## config.mk

```make
export PLATFORM = sky130hd
export DESIGN_NAME = arss_sequencer_flat
export DESIGN_NICKNAME = d
export VERILOG_FILES = /design/src/logic/arss_pkg.sv /design/src/logic/arss_link_if.sv /design/src/logic/arss_sequencer.sv /design/src/flat_wrapper.sv
export VERILOG_INCLUDE_DIRS = /design/src /design/src/logic
export SDC_FILE = /design/constraint.sdc
export NUM_CORES = 1
export LEC_CHECK = 0
export BUFFER_PORTS_ARGS = -buffer_cell sky130_fd_sc_hd__buf_2
export CELL_PAD_IN_SITES_DETAIL_PLACEMENT = 2
export CELL_PAD_IN_SITES_GLOBAL_PLACEMENT = 2
export CORE_ASPECT_RATIO = 0.7
export CORE_MARGIN = 2
export CORE_UTILIZATION = 35
export CTS_CLUSTER_DIAMETER = 100
export DETAILED_ROUTE_END_ITERATION = 7
export PLACE_DENSITY = 0.9
export SYNTH_ARGS = -nofsm -noshare
export SYNTH_HDL_FRONTEND = slang
export SYNTH_SLANG_ARGS = --single-unit
```

## constraint.sdc

```tcl
create_clock -name sys_clk -period 5.8 [get_ports sys_clk]
set_input_delay 0.58 -clock sys_clk [delete_from_list [all_inputs] [get_ports sys_clk]]
set_output_delay 0.58 -clock sys_clk [all_outputs]
set_load 0.01 [all_outputs]
```

## src/logic/arss_defs.svh

```systemverilog
// Purpose: Shared constants of the repeat sweep converter sequencer
// Assumes: One clock, converter clock equals sys_clk
// Notes:   Offsets, field positions and cycle counts
//
// What this block does
// - Sweep sixteen inputs, base group then second
// - Group field picks second group; 10b is 0
// - Software enables DMA mode before sweeping
// - Software trigger: start when flag written 1
// - Trigger select 00b: external pin falling edge
// - Trigger select 01b: thinned timer B2 request
// - Trigger select 10b: timer A0 request
// - Hardware triggers ignored while flag is 0
// - Trigger during conversion restarts sweep from start
// - Sweep repeats until software clears flag
// - DMA request after each input, none when a trigger restarts in its last cycle
// - DMA mode: all results to first register
// - Software never reads first result directly
// - Ten-bit result in 9:0, eight-bit in 7:0
// - Sample-hold conversion: 28 or 33 cycles
// - Software sets sample-hold before starting
// - DMA width 8 or 16 bits by resolution
// - Sampling lasts 2 cycles, 3 with hold
// - Control changes only while conversion stopped
`ifndef ARSS_DEFS_SVH
`define ARSS_DEFS_SVH

// ----------------------------------------------------------------
// Device control registers
// ----------------------------------------------------------------
`define ARSS_REG0          3'h0
`define ARSS_REG1          3'h1
`define ARSS_REG2          3'h2
`define ARSS_REG3          3'h3
`define ARSS_REG4          3'h4
`define ARSS_R0_START      0
`define ARSS_R0_TSS        1
`define ARSS_R1_RES10      0
`define ARSS_R2_SH         0
`define ARSS_R2_HW_LO      1
`define ARSS_R2_HW_HI      2
`define ARSS_R3_DMA        0
`define ARSS_R4_GRP_LO     0
`define ARSS_R4_GRP_HI     1
`define ARSS_CTL_RESET     8'h00

// ----------------------------------------------------------------
// Field encodings
// ----------------------------------------------------------------
`define ARSS_HW_EXT        2'h0
`define ARSS_HW_TB2        2'h1
`define ARSS_HW_TA0        2'h2
`define ARSS_GRP_G15       2'h0
`define ARSS_GRP_G2        2'h1
`define ARSS_GRP_G0        2'h2
`define ARSS_BASE_GRP      5'h10
`define ARSS_LAST_POS      4'hf

// ----------------------------------------------------------------
// Cycle counts in converter clocks
// ----------------------------------------------------------------
`define ARSS_SH_CYC_8      6'h1c
`define ARSS_SH_CYC_10     6'h21
`define ARSS_SAMP_SH       6'h03
`define ARSS_SAMP_NOSH     6'h02

// ----------------------------------------------------------------
// Controller APB map
// ----------------------------------------------------------------
`define ARSS_A_CTL0        8'h00
`define ARSS_A_CTL4        8'h10
`define ARSS_A_TRIG        8'h14
`define ARSS_A_RESULT      8'h18
`define ARSS_A_XFER        8'h1c
`define ARSS_A_STATUS      8'h20
`define ARSS_TRIG_RESET    1'b1

`endif

```

## src/logic/arss_pkg.sv

```systemverilog
// Purpose: Types of the repeat sweep converter sequencer
// Assumes: Constants come from arss_defs.svh
// Notes:   Sequencer and controller each keep their whole state in one struct
package arss_pkg;

    typedef enum logic [1:0] {
        ST_IDLE    = 2'b00,
        ST_ARMED   = 2'b01,
        ST_SAMPLE  = 2'b10,
        ST_CONVERT = 2'b11
    } arss_state_e;

    typedef struct packed {
        arss_state_e state;
        logic        start_flag;
        logic        tss;
        logic [1:0]  hw_sel;
        logic        res10;
        logic        sh;
        logic        dma_en;
        logic [1:0]  grp_sel;
        logic [5:0]  cnt;
        logic [3:0]  pos;
        logic [9:0]  hold;
        logic [15:0] result;
        logic        dma_req;
        logic        trig_prev;
        logic [7:0]  ain_sel;
        logic        busy;
    } arss_dev_s;

    typedef struct packed {
        logic        pready;
        logic [31:0] prdata;
        logic        pslverr;
        logic        ctl_wr;
        logic [2:0]  ctl_sel;
        logic [7:0]  ctl_wdata;
        logic [4:0][7:0] shadow;
        logic        ext_trig_n;
        logic        tb2_irq;
        logic        ta0_irq;
        logic [15:0] result;
        logic        result_new;
        logic [15:0] xfer_cnt;
    } arss_host_s;

endpackage : arss_pkg

```

## src/logic/arss_link_if.sv

```systemverilog
// Purpose: Link between converter sequencer and its controller
// Assumes: Both ends run on the same sys_clk
// Notes:   Every signal driven from a flip-flop of its end
`timescale 1ns/1ns
interface arss_link_if;
    logic        ctl_wr;
    logic [2:0]  ctl_sel;
    logic [7:0]  ctl_wdata;
    logic        ext_trig_n;
    logic        tb2_irq;
    logic        ta0_irq;
    logic        dma_req;
    logic [15:0] result;
    logic        busy;
    logic        start_flag;

    modport dev (
        input  ctl_wr, ctl_sel, ctl_wdata, ext_trig_n, tb2_irq, ta0_irq,
        output dma_req, result, busy, start_flag
    );
    modport ctl (
        output ctl_wr, ctl_sel, ctl_wdata, ext_trig_n, tb2_irq, ta0_irq,
        input  dma_req, result, busy, start_flag
    );
endinterface : arss_link_if

```

## src/logic/arss_sequencer.sv

```systemverilog
// Purpose: Repeat sixteen-input sweep sequencer of the converter
// Assumes: ain_code is the comparator code for the input on ain_sel
// Notes:   Conversion cycle counts without sample-hold are parameters
//
// Our own choices: the APB register port and the register addresses.
`timescale 1ns/1ns
`include "arss_defs.svh"
module arss_sequencer #(
    parameter logic [5:0] CONV_NOSH_8  = 6'h28,
    parameter logic [5:0] CONV_NOSH_10 = 6'h31
) (
    input  wire logic        sys_clk,
    input  wire logic        rst,
    arss_link_if.dev         lnk,
    input  wire logic [9:0]  ain_code,
    output      logic [7:0]  ain_sel,
    output      logic        busy
);

    arss_pkg::arss_dev_s s;
    arss_pkg::arss_dev_s next_s;
    logic                fall_edge;
    logic                hw_trig;
    logic [9:0]          code;

    // ----------------------------------------------------------------
    // Helper functions
    // ----------------------------------------------------------------
    function automatic logic [5:0] conv_cycles(input logic sh, input logic res10);
        if (sh)
            conv_cycles = res10 ? `ARSS_SH_CYC_10 : `ARSS_SH_CYC_8;
        else
            conv_cycles = res10 ? CONV_NOSH_10 : CONV_NOSH_8;
    endfunction : conv_cycles

    function automatic logic [5:0] samp_cycles(input logic sh);
        samp_cycles = sh ? `ARSS_SAMP_SH : `ARSS_SAMP_NOSH;
    endfunction : samp_cycles

    // Input number of the input, group in 7:3 and position in 2:0, base group shown as 16
    function automatic logic [7:0] chan_of(input logic [1:0] grp, input logic [3:0] pos);
        logic [4:0] g;
        g = 5'h00;
        if (!pos[3])
            g = `ARSS_BASE_GRP;
        else if (grp == `ARSS_GRP_G0)
            g = 5'h00;
        else if (grp == `ARSS_GRP_G2)
            g = 5'h02;
        else if (grp == `ARSS_GRP_G15)
            g = 5'h0f;
        chan_of = {g, pos[2:0]};
    endfunction : chan_of

    // ----------------------------------------------------------------
    // Trigger selection
    // ----------------------------------------------------------------
    always_comb begin
        fall_edge = s.trig_prev & ~lnk.ext_trig_n;
        hw_trig   = 1'b0;
        if (s.tss && s.start_flag) begin
            if (s.hw_sel == `ARSS_HW_EXT)
                hw_trig = fall_edge;
            else if (s.hw_sel == `ARSS_HW_TB2)
                hw_trig = lnk.tb2_irq;
            else if (s.hw_sel == `ARSS_HW_TA0)
                hw_trig = lnk.ta0_irq;
        end
    end

    // ----------------------------------------------------------------
    // Next state
    // ----------------------------------------------------------------
    always_comb begin
        next_s           = s;
        next_s.dma_req   = 1'b0;
        next_s.trig_prev = lnk.ext_trig_n;
        code             = s.sh ? s.hold : ain_code;

        if (lnk.ctl_wr) begin
            case (lnk.ctl_sel)
                `ARSS_REG0: begin
                    next_s.start_flag = lnk.ctl_wdata[`ARSS_R0_START];
                    next_s.tss        = lnk.ctl_wdata[`ARSS_R0_TSS];
                end
                `ARSS_REG1: next_s.res10 = lnk.ctl_wdata[`ARSS_R1_RES10];
                `ARSS_REG2: begin
                    next_s.sh     = lnk.ctl_wdata[`ARSS_R2_SH];
                    next_s.hw_sel = lnk.ctl_wdata[`ARSS_R2_HW_HI:`ARSS_R2_HW_LO];
                end
                `ARSS_REG3: next_s.dma_en = lnk.ctl_wdata[`ARSS_R3_DMA];
                `ARSS_REG4: begin
                    next_s.grp_sel = lnk.ctl_wdata[`ARSS_R4_GRP_HI:`ARSS_R4_GRP_LO];
                end
                default: ;
            endcase
        end

        case (s.state)
            arss_pkg::ST_IDLE: begin
                if (s.start_flag) begin
                    next_s.cnt = 6'h00;
                    next_s.pos = 4'h0;
                    if (s.tss)
                        next_s.state = arss_pkg::ST_ARMED;
                    else
                        next_s.state = arss_pkg::ST_SAMPLE;
                end
            end
            arss_pkg::ST_ARMED: begin
                if (hw_trig) begin
                    next_s.cnt   = 6'h00;
                    next_s.pos   = 4'h0;
                    next_s.state = arss_pkg::ST_SAMPLE;
                end
            end
            arss_pkg::ST_SAMPLE: begin
                next_s.cnt = s.cnt + 6'h01;
                if (s.cnt == samp_cycles(s.sh) - 6'h01) begin
                    next_s.hold  = ain_code;
                    next_s.state = arss_pkg::ST_CONVERT;
                end
            end
            arss_pkg::ST_CONVERT: begin
                next_s.cnt = s.cnt + 6'h01;
                if (s.cnt == conv_cycles(s.sh, s.res10) - 6'h01) begin
                    if (s.res10)
                        next_s.result = {6'h00, code};
                    else
                        next_s.result = {8'h00, code[9:2]};
                    next_s.dma_req = s.dma_en;
                    next_s.cnt     = 6'h00;
                    next_s.state   = arss_pkg::ST_SAMPLE;
                    if (s.pos == `ARSS_LAST_POS)
                        next_s.pos = 4'h0;
                    else
                        next_s.pos = s.pos + 4'h1;
                end
            end
            default: next_s.state = arss_pkg::ST_IDLE;
        endcase

        if (s.busy && hw_trig) begin
            next_s.cnt     = 6'h00;
            next_s.pos     = 4'h0;
            next_s.dma_req = 1'b0;
            next_s.state   = arss_pkg::ST_SAMPLE;
        end

        if (!next_s.start_flag) begin
            next_s.state   = arss_pkg::ST_IDLE;
            next_s.cnt     = 6'h00;
            next_s.pos     = 4'h0;
        end

        next_s.busy    = (next_s.state == arss_pkg::ST_SAMPLE) ||
                         (next_s.state == arss_pkg::ST_CONVERT);
        next_s.ain_sel = chan_of(next_s.grp_sel, next_s.pos);
    end

    // ----------------------------------------------------------------
    // State register
    // ----------------------------------------------------------------
    always_ff @(posedge sys_clk) begin
        if (rst) begin
            s           <= '0;
            s.state     <= arss_pkg::ST_IDLE;
            s.trig_prev <= 1'b1;
            s.ain_sel   <= {`ARSS_BASE_GRP, 3'h0};
        end else begin
            s <= next_s;
        end
    end

    // ----------------------------------------------------------------
    // Outputs
    // ----------------------------------------------------------------
    assign lnk.dma_req    = s.dma_req;
    assign lnk.result     = s.result;
    assign lnk.busy       = s.busy;
    assign lnk.start_flag = s.start_flag;
    assign ain_sel        = s.ain_sel;
    assign busy           = s.busy;

endmodule : arss_sequencer

```

## src/flat_wrapper.sv

```systemverilog
// flat-port wrapper written by rule: the top's interface ports become plain ports
module arss_sequencer_flat 
#(
    parameter logic [5:0] CONV_NOSH_8  = 6'h28,
    parameter logic [5:0] CONV_NOSH_10 = 6'h31
)
  (sys_clk, rst, ain_code, ain_sel, busy, lnk_ctl_wr, lnk_ctl_sel, lnk_ctl_wdata, lnk_ext_trig_n, lnk_tb2_irq, lnk_ta0_irq, lnk_dma_req, lnk_result, lnk_busy, lnk_start_flag);
  arss_link_if lnk_i ();
  input  wire logic sys_clk;
  input  wire logic rst;
  input  wire logic [9:0] ain_code;
  output      logic [7:0] ain_sel;
  output      logic busy;
  input wire logic [$bits(lnk_i.ctl_wr)-1:0] lnk_ctl_wr;
  input wire logic [$bits(lnk_i.ctl_sel)-1:0] lnk_ctl_sel;
  input wire logic [$bits(lnk_i.ctl_wdata)-1:0] lnk_ctl_wdata;
  input wire logic [$bits(lnk_i.ext_trig_n)-1:0] lnk_ext_trig_n;
  input wire logic [$bits(lnk_i.tb2_irq)-1:0] lnk_tb2_irq;
  input wire logic [$bits(lnk_i.ta0_irq)-1:0] lnk_ta0_irq;
  output wire logic [$bits(lnk_i.dma_req)-1:0] lnk_dma_req;
  output wire logic [$bits(lnk_i.result)-1:0] lnk_result;
  output wire logic [$bits(lnk_i.busy)-1:0] lnk_busy;
  output wire logic [$bits(lnk_i.start_flag)-1:0] lnk_start_flag;
  assign lnk_i.ctl_wr = lnk_ctl_wr;
  assign lnk_i.ctl_sel = lnk_ctl_sel;
  assign lnk_i.ctl_wdata = lnk_ctl_wdata;
  assign lnk_i.ext_trig_n = lnk_ext_trig_n;
  assign lnk_i.tb2_irq = lnk_tb2_irq;
  assign lnk_i.ta0_irq = lnk_ta0_irq;
  assign lnk_dma_req = lnk_i.dma_req;
  assign lnk_result = lnk_i.result;
  assign lnk_busy = lnk_i.busy;
  assign lnk_start_flag = lnk_i.start_flag;
  arss_sequencer #(.CONV_NOSH_8(CONV_NOSH_8), .CONV_NOSH_10(CONV_NOSH_10)) u_core (.sys_clk(sys_clk), .rst(rst), .lnk(lnk_i), .ain_code(ain_code), .ain_sel(ain_sel), .busy(busy));
endmodule
```

==> parameters.txt, run 1 <==
Parameter                              Value

Status
  Result of the run ... finished, final reports clean

Logic synthesis
  Yosys top cell by area ... dfxtp_1
  Synthesized flop and latch total ... 47
  Synth unique cells ... 51
  Top_reg_cell synth ... dfxtp_1
  Share of flip-flops with an asynchronous set or reset after synthesis ... 0
  Number of flops mapped to enable cells by yosys ... 0
  Yosys warnings ... 0
  Combined area of all synthesized cells ... 2550 um2
  Seq/Total Area, Yosys ... 0.368
  Post-synthesis cell count ... between 200 and 300
  Fraction of synthesized cell area taken by the top area cell type ... 0.368
  Per-instance average area after synthesis ... 9.39 um2
  Cell types with the largest area share after synthesis ... dfxtp_1, mux2i_1, buf_4, nor2_1, ha_1

Floorplanning
  Number of placement rows ... 26
  Die ar. ... 8010 um2
  Number of placed I/O pins ... 55
  Die outline width ... 106 um
  Die height ... 75.5 um
  Initial standard-cell utilization of the core ... 0.355
  Floorplan Core Area ... 7190 um2

Min path
  Cell depth of the worst min-delay path ... 2
  Hold Crit Start ... lnk_ext_trig_n
  Worst Hold Class ... in -> reg
  Hold path endpoint ... u_core.s[9]

STA
  Final number of setup-violating endpoints ... 0
  Final critical path time including I/O delays and setup ... 2.98 ns
  Max Clock Skew ... 0.0116 ns
  RSZ-0062 raised after global routing ... false
  Worst-case headroom to the max-slew limit ... 0.383
  Setup TNS Final ... 0 ns
  Fmax ... 0.336 GHz
  Hold Fails Final Rpt ... 0
  Period utilisation layout ... 0.513
  Worst slew pin tran ... slightly above 0.9 ns
  Final Max Slew Viols ... 0
  PnR worst setup slack ... between 2 and 3 ns

Place
  Placed cells ... 383
  Worst slack after detailed placement ... 2.81 ns
  Placed wire-length estimate ... around 4800 um
  Count of input and output buffers ... 43
  Final Wtd Congestion ... between 0.7 and 0.8

Power
  Total power ... 0.615 mW
  Power Density ... 221 nW/um2
  Maximum ir drop on the vdd rail ... 87.2 uV
  Total leakage power ... 1.15 nW

Clock network
  CTS Buf Count ... 5
  Clock root cell ... clkbuf_8
  CTS tree ... built
  Total of cells resized after clock tree synthesis ... 0
  H-tree levels ... 2
  Longest Clk Path Bufs ... 2
  Cts hold-fix bufs ... 0
  Reg clk slew, reported paths ... roughly 0.1 ns
  Clock latency on the worst-skew pair ... 0.31 ns
  Number of sinks on the clock net ... 47
  Buffers inserted during post-CTS setup optimization ... 0

Critical path
  Internal reg-to-reg setup slack ... 2.82 ns
  Max incr delay on CP ... about 0.7 ns
  Largest fanout on the critical path ... 14
  Data arrival time at the worst-slack endpoint ... 3.17 ns
  R2R depth ... 7
  Startpoint of the most critical register-to-register path ... u_core.s[51]
  Critical Path RT ... around 6 ns
  Reg2Reg Capture Point ... u_core.ain_sel[5]
  Ordered list of cells on the worst path ... inv_1 -> ha_1 -> xnor2_1 -> o211ai_4 -> o41a_1 -> o311ai_4 -> nor2_1
  Classification of the worst setup path ... reg -> reg
  Startpoint type of the worst setup path ... flip-flop
  Nature of the critical path endpoint ... flip-flop
  Cell with the largest stage delay on the worst path ... dfxtp_1

Final layout
  Antenna diode count ... 0
  Total number of nets in the final design ... around 330
  Leading cell types in the layout, fill and taps excluded ... dfxtp_1, buf_2, nor2_1
  Non-filler cells, final ... about 390
  Syn-to-layout area delta ... 8.77%
  Most common library cell in the layout ignoring fill and taps ... dfxtp_1
  Proportion of layout cells with a drive suffix above 1 ... 0.256

Global routing
  GR Overflow Total ... 0
  Global router's overall resource usage ... 0.177
  Vias in the first global route ... roughly 2.1k
  Antenna violations before repair ... 0
  First-pass GRT wire length ... 11000 um
  Maximum number of pins on one net before global-route repair ... 33

Detailed routing
  Vias per inst ... 5.07
  Count of unresolved DRC violations after routing ... 0
  Number of routed nets with antenna violations ... 0
  Average wire per standard cell ... 17.0 um
  Routed WL ... 6650 um
  DRT Pass-1 Iters ... 4
  Number of design-rule violations left by the first detailed-router iteration ... 66
  Total number of vias ... 1981

Run
  Number of maximum-capacitance violations ... 0
## cell families after synthesis
family	synth area share
AO/OA/AOI/OAI	0.126
AND/OR/NAND/NOR	0.170
buffers and inverters	0.111
flip-flops	0.368
other	0.00147
XOR/XNOR	0.0137
adder cells (fa/ha/maj)	0.0392
multiplexers	0.170
## report_power, final
part,total (mW),internal [mW],leakage (nW),switching (mW)
Combinational,0.0392,0.0164,0.713,0.0227
Clock,0.249,0.129,0.0581,0.120
Sequential,0.327,0.324,0.379,0.00265
Total,0.615,0.469,1.15,0.146
## worst max-delay path by stage
stage / startpoint / end / slack [ns] / cells past startpoint
final: u_core.s[51] / u_core.ain_sel[5] / 2.82 / 7
after global routing: u_core.s[51] / u_core.ain_sel[5] / 2.60 / 7
after CTS: u_core.s[51] / u_core.ain_sel[5] / 2.79 / 7
after detailed placement: u_core.s[51] / u_core.ain_sel[5] / 2.81 / 7
after global placement: u_core.s[50] / u_core.ain_sel[5] / 2.96 / 7
after floorplan: u_core.s[50] / u_core.lnk.result[3] / 3.24 / 10
## layer usage
layer / GRT usage / wire length (um)
met4: 0.0278 / 0
met2: 0.322 / 3320
met5: 0 / 0
met1: 0.220 / 3070
met3: 0.0462 / 261
## critical path: cells and delay by family (launching register included)
| family | cells | cell delay, ns |
|---|---|---|
| buf+inv | 1 | 0.29 |
| simple gates | 1 | 0.09 |
| compound gates | 3 | 1.18 |
| xor+xnor | 1 | 0.24 |
| flops | 1 | 0.69 |
| fa+ha+maj | 1 | 0.36 |
## synth_stat cells, types with 4 or more instances
| cell type | n |
|---|---|
| o21ai_0 | 10 |
| ha_1 | 8 |
| mux2_2 | 4 |
| a31oi_1 | 4 |
| mux4_2 | 4 |
| mux2i_1 | 30 |
| nor2_1 | 39 |
| nand3_1 | 9 |
| clkbuf_1 | 4 |
| inv_1 | 8 |
| buf_4 | 25 |
| a21oi_1 | 8 |
| dfxtp_1 | 47 |
| nand2_1 | 19 |
## sequential cells by signal (all words and copies together), names as in the netlist
register               count
u_core.busy                1
u_core.lnk.start_flag      1
u_core.s                  29
u_core.lnk.result         10
u_core.lnk.dma_req         1
u_core.ain_sel             5
## through the flow
step                utilization  instance area (um2)  hold slack (ns)
floorplan                     -                 2570            0.450
global route              0.387                 2780            0.464
CTS                       0.387                 2780            0.464
finish                    0.387                 2780            0.464
global placement          0.371                 2670            0.469
detailed placement        0.371                 2670            0.483
## layout make-up
cell class / count / area [um2]
clock buffer: 5 / 68.8
clock inverter: 3 / 43.8
fill: 829 / 4410
inverter: 10 / 37.5
multi-input combinational: 185 / 1350
sequential: 47 / 941
tap: 98 / 123
timing repair buffer: 43 / 215
(Power assumes the default switching activity.)
==> run 2: changes to the inputs <==
ABC_AREA = 1   (was not set)
CORE_UTILIZATION = 30   (was 35)
PLACE_DENSITY = 0.85   (was 0.9)
clock period = 2.9 ns   (was 5.8 ns; I/O delays follow)
==> run 2 against run 1 <==
Synthesized cell count grew 30%; cell area grew 5.8%; hold slack lost 0.28 ns; power grew 130%; wire length grew 19%; non-clock buffer count grew 3; register-to-register slack lost 2.1 ns; core utilization shrank 3.8 points; critical path depth grew 4; sequential power grew 100%; critical path type unchanged; critical endpoint is now u_core.lnk.result[5]; highest routed layer is now met4.
==> parameters.txt, run 2 <==
Parameter                              Value

Final layout
  Final core utilization ... 0.348
  Most common library cell in the layout ignoring fill and taps ... nand2_1
  Register ranked first by flip-flop count ... u_core.s
  Proportion of layout cells with a drive suffix above 1 ... 0.230
  Antenna diode count ... 0
  Total number of nets in the final design ... 413
  Leading cell types in the layout, fill and taps excluded ... nand2_1, nor2_1, dfxtp_1
  Filler cells ... 988
  Syn-to-layout area delta ... 12.5%
  Max FFs per register ... 29

Detailed routing
  Highest routed layer ... met4
  Number of routed nets with antenna violations ... 0
  Routed met1 length ... roughly 3700 um
  DRT Pass-1 Iters ... 4
  Number of design-rule violations left by the first detailed-router iteration ... 66
  Length of routed met3 wiring ... 300 um
  Routed WL ... roughly 7900 um
  Vias per inst ... 4.69
  Count of unresolved DRC violations after routing ... 0
  Total number of vias ... 2339
  Met2 wire length ... between 3000 and 4000 um
  Average wire per standard cell ... 15.8 um

Floorplanning
  Number of placed I/O pins ... 55
  Die ar. ... 9480 um2
  Die height ... a little over 80 um
  Initial standard-cell utilization of the core ... 0.309
  Number of placement rows ... 28
  Floorplan Core Area ... 8440 um2
  Die outline width ... 116 um

Logic synthesis
  Synthesized-area fraction occupied by xor and xnor cells ... 0.0168
  Post-synthesis cell count ... 353
  Main combinational cell family by area after synthesis ... simple AND/OR/NAND/NOR gates
  Yosys top cell by area ... dfxtp_1
  Post-synthesis mux area share ... 0.0192
  Combined area of all synthesized cells ... 2610 um2
  Post-synthesis share of cell area spent on and, or, nand and nor gates ... 0.242
  Cell types with the largest area share after synthesis ... dfxtp_1, buf_4, nand2_1, nor2_1, inv_1
  Number of flops mapped to enable cells by yosys ... 0
  Seq/Total Area, Yosys ... 0.360
  Post-synthesis adder-cell area fraction ... 0.0383
  Fraction of synthesized cell area taken by the top area cell type ... 0.360
  Leading cell types by count after synthesis ... nand2_1, nor2_1, dfxtp_1
  Share of flip-flops with an asynchronous set or reset after synthesis ... 0
  Synthesized flop and latch total ... 47
  Yosys warnings ... 0
  Synth unique cells ... 38
  Per-instance average area after synthesis ... 7.40 um2
  Most used standard cell by instance count after synthesis ... nand2_1
  Top_reg_cell synth ... dfxtp_1
  Complex-gate fraction of the synthesized area ... 0.164

Critical path
  Critical Path RT ... 3.07 ns
  Classification of the worst setup path ... reg -> reg
  Startpoint type of the worst setup path ... flip-flop
  Startpoint of the most critical register-to-register path ... u_core.s[50]
  Nature of the critical path endpoint ... flip-flop
  Largest fanout on the critical path ... 15
  Data arrival time at the worst-slack endpoint ... 2.31 ns
  Internal reg-to-reg setup slack ... 0.76 ns
  Beginning of the critical path ... u_core.s[50]
  Capturing instance or port of the critical path ... u_core.lnk.result[5]
  R2R depth ... 11
  Reg2Reg Capture Point ... u_core.lnk.result[5]

Clock network
  CTS tree ... built
  Number of sinks on the clock net ... 47
  Clock latency on the worst-skew pair ... 0.30 ns
  Longest Clk Path Bufs ... 2
  Cts hold-fix bufs ... 0
  CTS Buf Count ... 5
  Reg clk slew, reported paths ... about 0.070 ns
  Clock root cell ... clkbuf_16
  H-tree levels ... 2
  Total of cells resized after clock tree synthesis ... 0
  Buffers inserted during post-CTS setup optimization ... 0

Global routing
  Maximum number of pins on one net before global-route repair ... 20
  Antenna violations before repair ... 0
  First-pass GRT wire length ... 12800 um
  Vias in the first global route ... 2501
  GR Overflow Total ... 0
  Global router's overall resource usage ... 0.178

STA
  Hold Fails Final Rpt ... 0
  Worst-case headroom to the max-slew limit ... 0.538
  Setup TNS Final ... 0 ns
  Worst slew pin tran ... 0.691 ns
  Worst hold slack ... 0.181 ns
  PnR worst setup slack ... 0.757 ns
  Fmax ... 0.467 GHz
  Final number of setup-violating endpoints ... 0
  Final Max Slew Viols ... 0
  Period utilisation layout ... 0.739
  RSZ-0062 raised after global routing ... false
  Final critical path time including I/O delays and setup ... 2.14 ns
  Max Clock Skew ... slightly below 0.007 ns

Status
  Result of the run ... finished, final reports clean

Min path
  Worst Hold Class ... in -> reg

Place
  Placed wire-length estimate ... 5880 um
  Final Wtd Congestion ... 0.812
  Count of input and output buffers ... 43
  Worst slack after detailed placement ... 0.798 ns

Power
  Power Density ... 474 nW/um2
  Total leakage power ... 1.29 nW
  Maximum ir drop on the vdd rail ... 240 uV

Run
  Number of maximum-capacitance violations ... 0
## run 2: changes by cell type after synthesis, sizes merged, moves of 7 or more
cell / before / now
inv: 10 / 45
mux2i: 30 / 5
nor2: 40 / 57
o21ai: 11 / 42
nand2: 19 / 56
a21oi: 8 / 21
nand3: 9 / 16
## run 2: power breakdown
part | leakage (nW) | internal, mW | total, mW | switching (mW)
Clock | 0.0761 | 0.367 | 0.635 | 0.268
Sequential | 0.379 | 0.650 | 0.654 | 0.00375
Combinational | 0.835 | 0.0330 | 0.103 | 0.0702
## run 2: worst max-delay path, stage by stage (launching register included)
cell,delay (ns)
dfxtp_1,0.47
inv_1,0.11
ha_1,0.31
inv_1,0.05
nand2_1,0.05
nand2_1,0.07
nor2_2,0.17
nand3_4,0.14
nor2_8,0.27
inv_2,0.19
nand2_1,0.12
a21oi_2,0.06
## run 2: stage by stage
step / cells / area [um2] / power [mW]
6_report: 499 / 2940 / 1.39
5_1_grt: 499 / 2940 / 1.45
4_1_cts: 499 / 2940 / 1.41
3_5_place_dp: 491 / 2780 / 0.772
3_3_place_gp: 491 / 2780 / 0.764
2_1_floorplan: 358 / 2630 / 0.736
## run 2: cells by family (layout without fill, tap and decap cells)
family / Yosys count / count (layout)
AO/OA/AOI/OAI: 70 / 70
XOR/XNOR: 5 / 5
adder cells (fa/ha/maj): 8 / 8
buffers and inverters: 79 / 100
flip-flops: 47 / 47
multiplexers: 5 / 5
other: 1 / 6
AND/OR/NAND/NOR: 138 / 138
## run 2: layout make-up
class	instances	area [um2]	share of cell area
Clock inverter	1	7.51	0.00255
Clock buffer	7	153	0.0519
Multi-Input combinational cell	232	1280	0.435
Inverter	46	173	0.0587
Sequential cell	47	941	0.320
Timing Repair Buffer	46	238	0.0809
Tap cell	120	150	0.0511
## run 2: worst min path at each step
| stage | startpoint | end | slack (ns) | cells past startpoint |
|---|---|---|---|---|
| final | lnk_ext_trig_n | u_core.s[9] | 0.18 | 3 |
| after global routing | lnk_ext_trig_n | u_core.s[9] | 0.19 | 3 |
| after CTS | lnk_ext_trig_n | u_core.s[9] | 0.18 | 3 |
| after detailed placement | u_core.s[35] | u_core.s[35] | 0.46 | 2 |
| after global placement | u_core.s[35] | u_core.s[35] | 0.44 | 2 |
| after floorplan | rst | u_core.lnk.result[2] | 0.35 | 1 |
## run 2: metal layers
layer / up-vias / global-route usage
met5: - / 0
met4: 0 / 0.0554
met3: 8 / 0.0325
met2: 49 / 0.299
met1: 1138 / 0.234
li1: 1144 / -
